<file path="src/axu_pkg.sv">
// Function
// - machine rests idle after reset and between transactions
// - from idle read request wins, then write, else stay idle
// - write state drives awvalid/awaddr and wvalid/wdata/wstrb
// - write leaves to ack only when bvalid and bready both high
// - slverr write response raises the write error indication
// - read state drives arvalid/araddr, leaves on rvalid and rready
// - slverr read response raises the read error indication
// - ack state always returns to idle next cycle
// - reset is active low and synchronous to the clock
// - address and data buses are 32 bits wide
// - responses are 2 bits: okay, exokay, slverr, decerr
package axu_pkg;
   localparam int ADDR_W = 32;
   localparam int DATA_W = 32;
   localparam int STRB_W = 4;
   localparam int RESP_W = 2;
   localparam logic [1:0] RESP_OKAY = 2'h0;
   localparam logic [1:0] RESP_EXOKAY = 2'h1;
   localparam logic [1:0] RESP_SLVERR = 2'h2;
   localparam logic [1:0] RESP_DECERR = 2'h3;
   localparam logic [31:0] RST_ADDR = 32'h0000_0000;
   localparam logic [31:0] RST_DATA = 32'h0000_0000;
   localparam logic [3:0] RST_STRB = 4'h0;
   localparam logic [1:0] RST_RESP = 2'h0;
   typedef enum logic [3:0] {
      AXU_IDLE = 4'h1,
      AXU_WRITE = 4'h2,
      AXU_READ = 4'h4,
      AXU_ACK = 4'h8
   } axu_state_t;
endpackage : axu_pkg

</file>
<file path="src/axu_chan.sv">
`timescale 1ns/1ps
// one valid/ready request channel: raise on start, hold until ready
module axu_chan #(
   parameter int W = 32
) (
   // clock and reset
   input wire logic core_clk,
   input wire logic rstn,
   // control
   input wire logic start,
   input wire logic [W-1:0] payload,
   // channel
   input wire logic ready,
   output logic valid,
   output logic [W-1:0] data
);
   typedef struct packed {
      logic valid;
      logic [W-1:0] data;
   } axu_chan_st_t;
   axu_chan_st_t st_ff;
   axu_chan_st_t nxt_st;

   always_comb begin
      nxt_st = st_ff;
      if (st_ff.valid && ready) begin
         nxt_st.valid = 1'b0;
      end else if (start && !st_ff.valid) begin
         nxt_st.valid = 1'b1;
         nxt_st.data = payload;
      end
   end

   always_ff @(posedge core_clk) begin
      if (!rstn) begin
         st_ff <= '0;
      end else begin
         st_ff <= nxt_st;
      end
   end

   assign valid = st_ff.valid;
   assign data = st_ff.data;

   property p_hold;
      @(posedge core_clk) disable iff (!rstn)
      (valid && !ready) |=> (valid && $stable(data));
   endproperty
   a_hold: assert property (p_hold) else $error("early drop");
endmodule : axu_chan

</file>
<file path="src/axu_access_fsm.sv">
`timescale 1ns/1ps
module axu_access_fsm (
   // clock and reset
   input wire logic core_clk,
   input wire logic rstn,
   // user requests
   input wire logic user_read_req,
   input wire logic user_write_req,
   input wire logic [31:0] user_addr,
   input wire logic [31:0] user_wdata,
   input wire logic [3:0] user_wstrb,
   // user answers
   output logic user_done,
   output logic [31:0] user_rdata,
   output logic user_rd_err,
   output logic user_wr_err,
   output logic user_busy,
   // axi4-lite write address
   output logic s_axi_awvalid,
   output logic [31:0] s_axi_awaddr,
   input wire logic s_axi_awready,
   // axi4-lite write data
   output logic s_axi_wvalid,
   output logic [31:0] s_axi_wdata,
   output logic [3:0] s_axi_wstrb,
   input wire logic s_axi_wready,
   // axi4-lite write response
   input wire logic [1:0] s_axi_bresp,
   input wire logic s_axi_bvalid,
   output logic s_axi_bready,
   // axi4-lite read address
   output logic s_axi_arvalid,
   output logic [31:0] s_axi_araddr,
   input wire logic s_axi_arready,
   // axi4-lite read data
   input wire logic [31:0] s_axi_rdata,
   input wire logic [1:0] s_axi_rresp,
   input wire logic s_axi_rvalid,
   output logic s_axi_rready
);
   typedef struct packed {
      axu_pkg::axu_state_t state;
      logic done;
      logic [31:0] rdata;
      logic rd_err;
      logic wr_err;
      logic bready;
      logic rready;
      logic busy;
   } axu_st_t;
   axu_st_t st_ff;
   axu_st_t nxt_st;

   logic start_wr;
   logic start_rd;
   logic b_hs;
   logic r_hs;
   logic [35:0] w_bus;

   assign b_hs = s_axi_bvalid && st_ff.bready;
   assign r_hs = s_axi_rvalid && st_ff.rready;

   always_comb begin
      nxt_st = st_ff;
      start_wr = 1'b0;
      start_rd = 1'b0;
      nxt_st.done = 1'b0;
      case (st_ff.state)
         axu_pkg::AXU_IDLE: begin
            nxt_st.bready = 1'b0;
            nxt_st.rready = 1'b0;
            if (user_read_req) begin
               nxt_st.state = axu_pkg::AXU_READ;
               nxt_st.rready = 1'b1;
               start_rd = 1'b1;
            end else if (user_write_req) begin
               nxt_st.state = axu_pkg::AXU_WRITE;
               nxt_st.bready = 1'b1;
               start_wr = 1'b1;
            end
         end
         axu_pkg::AXU_WRITE: begin
            if (b_hs) begin
               nxt_st.state = axu_pkg::AXU_ACK;
               nxt_st.bready = 1'b0;
               nxt_st.wr_err = (s_axi_bresp == axu_pkg::RESP_SLVERR);
            end
         end
         axu_pkg::AXU_READ: begin
            if (r_hs) begin
               nxt_st.state = axu_pkg::AXU_ACK;
               nxt_st.rready = 1'b0;
               nxt_st.rdata = s_axi_rdata;
               nxt_st.rd_err = (s_axi_rresp == axu_pkg::RESP_SLVERR);
            end
         end
         axu_pkg::AXU_ACK: begin
            nxt_st.state = axu_pkg::AXU_IDLE;
            nxt_st.done = 1'b1;
         end
         default: begin
            nxt_st.state = axu_pkg::AXU_IDLE;
         end
      endcase
      // busy kept in a flop so the output is glitch free
      nxt_st.busy = (nxt_st.state != axu_pkg::AXU_IDLE);
   end

   always_ff @(posedge core_clk) begin
      if (!rstn) begin
         st_ff.state <= axu_pkg::AXU_IDLE;
         st_ff.done <= 1'b0;
         st_ff.rdata <= axu_pkg::RST_DATA;
         st_ff.rd_err <= 1'b0;
         st_ff.wr_err <= 1'b0;
         st_ff.bready <= 1'b0;
         st_ff.rready <= 1'b0;
         st_ff.busy <= 1'b0;
      end else begin
         st_ff <= nxt_st;
      end
   end

   axu_chan #(.W(32)) u_aw (
      .core_clk(core_clk),
      .rstn(rstn),
      .start(start_wr),
      .payload(user_addr),
      .ready(s_axi_awready),
      .valid(s_axi_awvalid),
      .data(s_axi_awaddr)
   );

   axu_chan #(.W(36)) u_w (
      .core_clk(core_clk),
      .rstn(rstn),
      .start(start_wr),
      .payload({user_wstrb, user_wdata}),
      .ready(s_axi_wready),
      .valid(s_axi_wvalid),
      .data(w_bus)
   );

   axu_chan #(.W(32)) u_ar (
      .core_clk(core_clk),
      .rstn(rstn),
      .start(start_rd),
      .payload(user_addr),
      .ready(s_axi_arready),
      .valid(s_axi_arvalid),
      .data(s_axi_araddr)
   );

   assign s_axi_bready = st_ff.bready;
   assign s_axi_rready = st_ff.rready;
   assign s_axi_wstrb = w_bus[35:32];
   assign s_axi_wdata = w_bus[31:0];
   assign user_done = st_ff.done;
   assign user_rdata = st_ff.rdata;
   assign user_rd_err = st_ff.rd_err;
   assign user_wr_err = st_ff.wr_err;
   assign user_busy = st_ff.busy;

   property p_rst_idle;
      @(posedge core_clk) !rstn |=> (st_ff.state == axu_pkg::AXU_IDLE);
   endproperty
   a_rst_idle: assert property (p_rst_idle) else $error("not idle");

   property p_rd_prio;
      @(posedge core_clk) disable iff (!rstn)
      (st_ff.state == axu_pkg::AXU_IDLE && user_read_req)
         |=> (st_ff.state == axu_pkg::AXU_READ) && s_axi_arvalid;
   endproperty
   a_rd_prio: assert property (p_rd_prio) else $error("no read");

   property p_wr_start;
      @(posedge core_clk) disable iff (!rstn)
      (st_ff.state == axu_pkg::AXU_IDLE && !user_read_req && user_write_req)
         |=> s_axi_awvalid && s_axi_wvalid && s_axi_awaddr == $past(user_addr);
   endproperty
   a_wr_start: assert property (p_wr_start) else $error("no write");

   property p_wr_ack;
      @(posedge core_clk) disable iff (!rstn)
      (st_ff.state == axu_pkg::AXU_WRITE && !b_hs)
         |=> (st_ff.state == axu_pkg::AXU_WRITE);
   endproperty
   a_wr_ack: assert property (p_wr_ack) else $error("early ack");

   property p_wr_err;
      @(posedge core_clk) disable iff (!rstn)
      (st_ff.state == axu_pkg::AXU_WRITE && b_hs)
         |=> user_wr_err == ($past(s_axi_bresp) == 2'h2) ##1 user_done;
   endproperty
   a_wr_err: assert property (p_wr_err) else $error("write error");

   property p_rd_err;
      @(posedge core_clk) disable iff (!rstn)
      (st_ff.state == axu_pkg::AXU_READ && r_hs)
         |=> user_rd_err == ($past(s_axi_rresp) == 2'h2)
             && user_rdata == $past(s_axi_rdata);
   endproperty
   a_rd_err: assert property (p_rd_err) else $error("read error");

   property p_ack_idle;
      @(posedge core_clk) disable iff (!rstn)
      (st_ff.state == axu_pkg::AXU_ACK)
         |=> (st_ff.state == axu_pkg::AXU_IDLE) && user_done;
   endproperty
   a_ack_idle: assert property (p_ack_idle) else $error("no idle");

   property p_rd_hold;
      @(posedge core_clk) disable iff (!rstn)
      (s_axi_arvalid && !s_axi_arready) |=> s_axi_arvalid;
   endproperty
   a_rd_hold: assert property (p_rd_hold) else $error("ar drop");

   c_wr: cover property (@(posedge core_clk) disable iff (!rstn)
      st_ff.state == axu_pkg::AXU_WRITE && b_hs);
   c_rd: cover property (@(posedge core_clk) disable iff (!rstn)
      st_ff.state == axu_pkg::AXU_READ && r_hs);
   c_rd_err: cover property (@(posedge core_clk) disable iff (!rstn)
      user_rd_err && user_done);
endmodule : axu_access_fsm

</file>
<file path="config.mk">
export PLATFORM = sky130hd
export DESIGN_NAME = axu_access_fsm
export DESIGN_NICKNAME = d
export VERILOG_FILES = /design/src/axu_pkg.sv /design/src/axu_chan.sv /design/src/axu_access_fsm.sv
export SDC_FILE = /design/constraint.sdc
export NUM_CORES = 1
export LEC_CHECK = 0
export ABC_AREA = 1
export BUFFER_PORTS_ARGS = -buffer_cell sky130_fd_sc_hd__clkbuf_2
export CAP_MARGIN = 25
export CORE_MARGIN = 1
export CORE_UTILIZATION = 44
export DETAILED_ROUTE_END_ITERATION = 7
export GPL_TIMING_DRIVEN = 0
export PLACE_DENSITY_LB_ADDON = 0.15
export SLEW_MARGIN = 10
export SYNTH_ARGS = -nofsm -noshare
export SYNTH_HDL_FRONTEND = slang
export SYNTH_SLANG_ARGS = --single-unit
</file>
<file path="constraint.sdc">
create_clock -name core_clk -period 1.3 [get_ports core_clk]
set_input_delay 0.26 -clock core_clk [delete_from_list [all_inputs] [get_ports core_clk]]
set_output_delay 0.26 -clock core_clk [all_outputs]
set_load 0.02 [all_outputs]
</file>
==> impl_metrics.csv, run 1 <==
group,metric,value,unit
run_status,status,"finished, violations left",
run_status,violations,"negative setup slack",
drt,drt_first_pass_iters,4,
logic_synthesis,synth-seq-area-share,46.7,%
die,dieHeight,121,µm
worst_setup_path,critPathBufInv,3,
worst_setup_path,max_stage_delay,0.33,ns
worst_setup_path,cp.depth,8,
sta,achievable-frequency,746,MHz
sta,rsz0062_at_grt,"true",
clock_tree,ctsHoldBuffers,0,
drt,ant_nets,0,
logic_synthesis,synth_top_area_share,46.7,%
min_path,hp-class,"input port to flip-flop",
sta,hold_ws,0.0722,ns
final_layout,fin_nets,1312,
power,power.total,13.2,mW
sta,period_minus_slack,1.34,ns
worst_setup_path,path_class,"flip-flop to flip-flop",
worst_setup_path,end_kind,"flip-flop",
grt,antenna_found_initial,0,
final_layout,post_layout_nonfiller_instances,1391,
grt,grt_pass1_wl,26700,µm
die,initial_core_util,45.0,%
drt,num_vias,6373,
worst_setup_path,r2r-end,"u_aw.data[9]",
logic_synthesis,syn_inst,894,
worst_setup_path,r2r_setup_slack,-0.04,ns
worst_setup_path,cpMaxStageDelayCell,"dfxtp_2",
die,die_width,121,µm
sta,worst_pin_slew,0.652,ns
logic_synthesis,synth-seq-cells,145,
power,irDropWorstVdd,881,µV
clock_tree,clock_path_buffers,2,
logic_synthesis,synthTopCellsByArea,"dfxtp_1 (47%), nor2_1 (13%), nand2_1 (13%), nand4_1 (7.0%), inv_1 (6.7%)",
placed_design,dpl_cell_area,7710,µm²
placed_design,io_buffers,253,
clock_tree,clkSinkCount,145,
final_layout,final_common_cell,"clkbuf_2",
worst_setup_path,reg2regPathDepth,8,
worst_setup_path,required,1.60,ns
die,rows,43,
die,io_pins,254,
logic_synthesis,yosysUniqueCellTypes,20,
die,core_area,13800,µm²
drt,drt-initial-drc-count,259,
worst_setup_path,endpoint,"u_aw.data[9]",
sta,hold_violations,0,
sta,final.setup_skew,0.00675,ns
worst_setup_path,cp_max_fo,10,
worst_setup_path,crit_start,"st_ff[40]",
sta,maxSlewHeadroom,56.5,%
placed_design,place.gp.congestion,0.801,
final_layout,drive_above_1_share,39.3,%
worst_setup_path,crit_arrival,1.64,ns
clock_tree,clkTransAtPathRegs,0.06,ns
logic_synthesis,synth_area,6220,µm²
clock_tree,clk_latency,0.41,ns
logic_synthesis,syn-num-nets,1007,
worst_setup_path,cp-start-kind,"flip-flop",
die,die-area,14600,µm²
sta,finalSetupViolCount,6,
final_layout,fin_area,9230,µm²
power,leakage,4.84,nW
sta,drv_slew,0,
run,drv_cap,0,
placed_design,dp_hpwl,12500,µm
final_layout,most-common-layout-cells,"clkbuf_2 (242), nor2_1 (188), nand2_1 (174), dfxtp_1 (138), inv_1 (110)",
grt,grt_usage,23.3,%
grt,overflow,0,
clock_tree,htreeDepth,4,
grt,grt_max_degree,17,
logic_synthesis,synth_largest_area_cell,"dfxtp_1",
final_layout,n_antenna_cell,0,
clock_tree,numCtsBuffers,17,
drt,routedWlPerCell,13.2,µm
drt,vias_per_cell,4.58,
final_layout,fillerInstances,1258,
drt,remaining_drc_errors,0,
placed_design,dp_cells,1327,
logic_synthesis,yosysWarnings,0,
clock_tree,cts_root_buf,"clkbuf_16",
sta,period_share,103,%
final_layout,area_delta_synth_final,48.4,%
drt,routed_wl,18400,µm
worst_setup_path,timing.rr.start,"st_ff[40]",
worst_setup_path,cp_top_family,"simple AND/OR/NAND/NOR gates",
worst_setup_path,cpMostUsedCell,"nand2_1",
sta,fin_ws,-0.0404,ns
grt,grt_pass1_vias,5347,
worst_setup_path,crit_chain,"inv_2 -> nand2_1 -> nor2_4 -> buf_12 -> buf_4 -> nand4_1 -> nand2_1 -> nor2_1",
clock_tree,cts_tree,"done",
sta,tns,-0.104,ns
power,pwr_density_cell,1430,nW/µm²
logic_synthesis,avgSynthCellArea,6.95,µm²
-- worst min path at each step --
| stage | startpoint | to | cells after the start |
|---|---|---|---|
| floorplan | user_addr[0] | u_ar.data[0] | 2 |
| global placement | user_rdata[13] | user_rdata[13] | 2 |
| detailed placement | user_rdata[2] | user_rdata[2] | 2 |
| CTS | s_axi_rdata[15] | user_rdata[15] | 3 |
| global route | s_axi_rdata[22] | user_rdata[22] | 3 |
| finish | s_axi_rdata[8] | user_rdata[8] | 3 |
-- worst register-to-register path, stage by stage (launching register included) --
cell	delay [ns]
dfxtp_2	0.33
inv_2	0.08
nand2_1	0.09
nor2_4	0.14
buf_12	0.14
buf_4	0.18
nand4_1	0.11
nand2_1	0.11
nor2_1	0.05
-- layer usage --
metal | GRT usage, % | vias to the layer above | wire length (µm) | share of wire [%]
li1 | - | 3318 | - | -
met1 | 29.6 | 2838 | 7910 | 43
met2 | 37.3 | 191 | 8810 | 48
met3 | 6.95 | 26 | 1280 | 7.0
met4 | 8.87 | 0 | 384 | 2.1
met5 | 0 | - | 0 | 0
-- synth_stat cells, drive strengths merged --
cell type,n
a21oi,40
buf,61
clkbuf,25
clkinv,1
dfxtp,145
inv,114
nand2,208
nand3,10
nand4,70
nor2,219
or2,1
-- cell type report --
type	instances	area (µm²)	area share, %
buffer	85	638	6.92
clock buffer	26	489	5.30
clock inverter	5	125	1.36
inverter	115	444	4.81
multi-input combinational	549	2680	29.1
sequential	145	2920	31.6
tap	180	225	2.44
timing repair buffer	286	1710	18.5
-- through the flow --
stage | setup WS (ns) | util, %
3_5_place_dp | -0.408 | 55.8
2_1_floorplan | 0.0726 | -
5_1_grt | -0.121 | 66.7
6_report | -0.0404 | 66.7
4_1_cts | -0.00926 | 62.4
3_3_place_gp | -0.432 | 55.8
-- report_power, final --
part           switching, mW  internal, mW  total, mW
logic                   1.86          1.23       3.08
registers              0.207          4.83       5.04
clock network           1.75          3.36       5.11
-- state kept, by name (all words and copies together) (netlist names), 4 cells and up --
name and cells:
st_ff 4, u_ar.data 32, u_aw.data 32, u_w.data 36, user_rdata 32
-- cells by family (layout without fill, tap and decap cells) --
logic type | Yosys count | count (layout) | share of synthesized area, %
compound gates | 40 | 40 | 3.22
flops | 145 | 145 | 46.7
simple gates | 508 | 509 | 34.8
buf+inv | 201 | 517 | 15.3
-- what timing repair did --
item | CTS | global route
pin swaps | 14 | 33
setup endpoints to repair | 140 | 149
gates resized for setup | 54 | 148
cloned | 5 | 10
setup buffers | 15 | 5
Note: power is estimated with default switching activity, not from simulation.
==> run 2, diff against run 1 <==
- CORE_ASPECT_RATIO: default -> 2
- CORE_UTILIZATION: 44 -> 48
- clock period: 1.3 -> 1.4 ns (I/O delays scaled with it)
==> impl_metrics.csv, run 2 (same netlist as run 1, synthesis figures left out) <==
group,metric,value,unit
die,die_width,82.5,µm
worst_setup_path,crit_arrival,1.09,ns
clock_tree,htreeDepth,4,
worst_setup_path,cp-start-kind,"flip-flop",
drt,drt-initial-drc-count,235,
sta,tns,0,ns
clock_tree,cts_root_buf,"clkbuf_16",
grt,grt_max_degree,17,
grt,antenna_found_initial,0,
final_layout,largest_register_ffs,36,
worst_setup_path,crit_chain,"clkbuf_2",
run_status,status,"finished clean",
drt,remaining_drc_errors,0,
worst_setup_path,critPathBufInv,1,
die,core_area,12600,µm²
placed_design,dp_hpwl,13000,µm
clock_tree,numCtsBuffers,17,
power,leakage,4.52,nW
drt,vias_per_cell,4.66,
run,drv_cap,0,
worst_setup_path,max_stage_delay,0.45,ns
drt,routedWlPerCell,12.9,µm
final_layout,final_common_cell,"clkbuf_2",
worst_setup_path,path_class,"flip-flop to output port",
sta,maxSlewHeadroom,62.0,%
sta,hold_violations,0,
sta,drv_slew,0,
sta,worst_pin_slew,0.569,ns
drt,num_vias,6254,
power,p_sw,3.55,mW
final_layout,n_antenna_cell,0,
sta,period_share,97.6,%
worst_setup_path,end_kind,"output port",
clock_tree,clkTransAtPathRegs,0.06,ns
power,power_frac_comb,21.2,%
grt,grt_pass1_vias,5808,
sta,final.setup_skew,0.0117,ns
placed_design,place.gp.congestion,0.859,
die,io_pins,254,
power,pwr_density_cell,1390,nW/µm²
sta,fin_ws,0.0342,ns
drt,drt_first_pass_iters,4,
worst_setup_path,cp_max_fo,4,
die,rows,58,
placed_design,place_ws,-0.313,ns
worst_setup_path,cpMaxStageDelayCell,"dfxtp_2",
final_layout,most-common-layout-cells,"clkbuf_2 (262), nand2_1 (208), nor2_1 (206), dfxtp_1 (140), inv_1 (110)",
power,swShare,30.2,%
die,initial_core_util,49.2,%
final_layout,drive_above_1_share,32.5,%
sta,achievable-frequency,732,MHz
grt,grt_usage,26.1,%
placed_design,dp_cells,1297,
die,die-area,13400,µm²
sta,finalSetupViolCount,0,
placed_design,io_buffers,253,
power,p_seq_share,39.8,%
final_layout,post_layout_nonfiller_instances,1341,
grt,grt_pass1_wl,26500,µm
final_layout,fin_nets,1292,
drt,ant_nets,0,
power,clockPowerShare,39.0,%
grt,overflow,0,
worst_setup_path,required,1.12,ns
power,p_int,8.20,mW
clock_tree,clock_path_buffers,2,
die,dieHeight,163,µm
clock_tree,clkSinkCount,145,
min_path,hp-class,"input port to flip-flop",
clock_tree,clk_latency,0.42,ns
clock_tree,ctsHoldBuffers,0,
power,irDropWorstVdd,1190,µV
final_layout,area_delta_synth_final,36.2,%
clock_tree,cts_tree,"done",
drt,routed_wl,17300,µm
worst_setup_path,cp_top_family,"flip-flops",
sta,period_minus_slack,1.37,ns
[run 2: changes by cell type in the layout (fill, tap and decap cells not counted), moves of 9 or more]
cell,before,now
nand2_1,174,208
nand2_2,23,0
clkbuf_2,242,262
a21oi_1,22,40
a21oi_2,18,0
nor2_1,188,206
nor2_2,20,6
buf_4,69,57
nand2_4,11,0
buf_8,9,0
[run 2: layer usage]
layer	global-route usage (%)	vias up	wire (µm)
met5	0	-	0
met4	12.4	0	638
met3	6.78	39	1060
met2	48.8	191	9340
met1	25.1	2743	6280
li1	-	3281	-
[run 2: worst register-to-register path: stages (launching register included)]
cell and delay, ns:
dfxtp_4 0.37, inv_2 0.05, nor2_4 0.11, nand4_1 0.18
buf_6 0.19, buf_4 0.17, nor2_1 0.12, nor2_1 0.06
[run 2: area by class of cell]
class	count	area, µm²
Clock buffer	19	433
Inverter	115	434
Timing Repair Buffer	265	1370
Fill cell	1239	4160
Tap cell	150	188
Sequential cell	145	2910
Multi-Input combinational cell	549	2410
Buffer	86	568
Clock inverter	12	160
[run 2: through the flow]
| step | hold slack (ns) | total power [mW] | utilization (%) | area (µm²) |
|---|---|---|---|---|
| after floorplan | 0.415 | 6.25 | - | 6220 |
| after global placement | 0.452 | 7.06 | 60.8 | 7670 |
| after detailed placement | 0.456 | 7.10 | 60.8 | 7670 |
| after CTS | 0.0800 | 11.7 | 65.8 | 8300 |
| after global routing | 0.0921 | 12.3 | 67.1 | 8470 |
| final | 0.0913 | 11.8 | 67.1 | 8470 |
[run 2: power by group through the flow]
stage	logic [mW]	registers, mW	clock network [mW]
finish	2.49	4.68	4.58
global placement	2.31	4.75	0
CTS	2.39	4.67	4.66
floorplan	1.10	5.15	0
global route	2.76	4.72	4.84
detailed placement	2.34	4.76	0
[run 2: repair_timing]
action                     4_1_cts  5_1_grt
setup endpoints to repair      112      130
gates cloned                     0        3
buffers inserted                 1        9
hold endpoints to repair         0        0
pin swaps                        1        4
gates resized for setup         12       42
[run 2: worst paths after layout]
| path | from | to | slack [ns] | depth (start not counted) |
|---|---|---|---|---|
| setup / recovery | u_w.valid | s_axi_wvalid | 0.03 | 1 |
| hold reg to reg | user_rdata[29] | user_rdata[29] | 0.46 | 2 |
| setup reg to reg | st_ff[38] | u_ar.data[12] | 0.05 | 7 |
| hold / removal | s_axi_rdata[26] | user_rdata[26] | 0.09 | 3 |
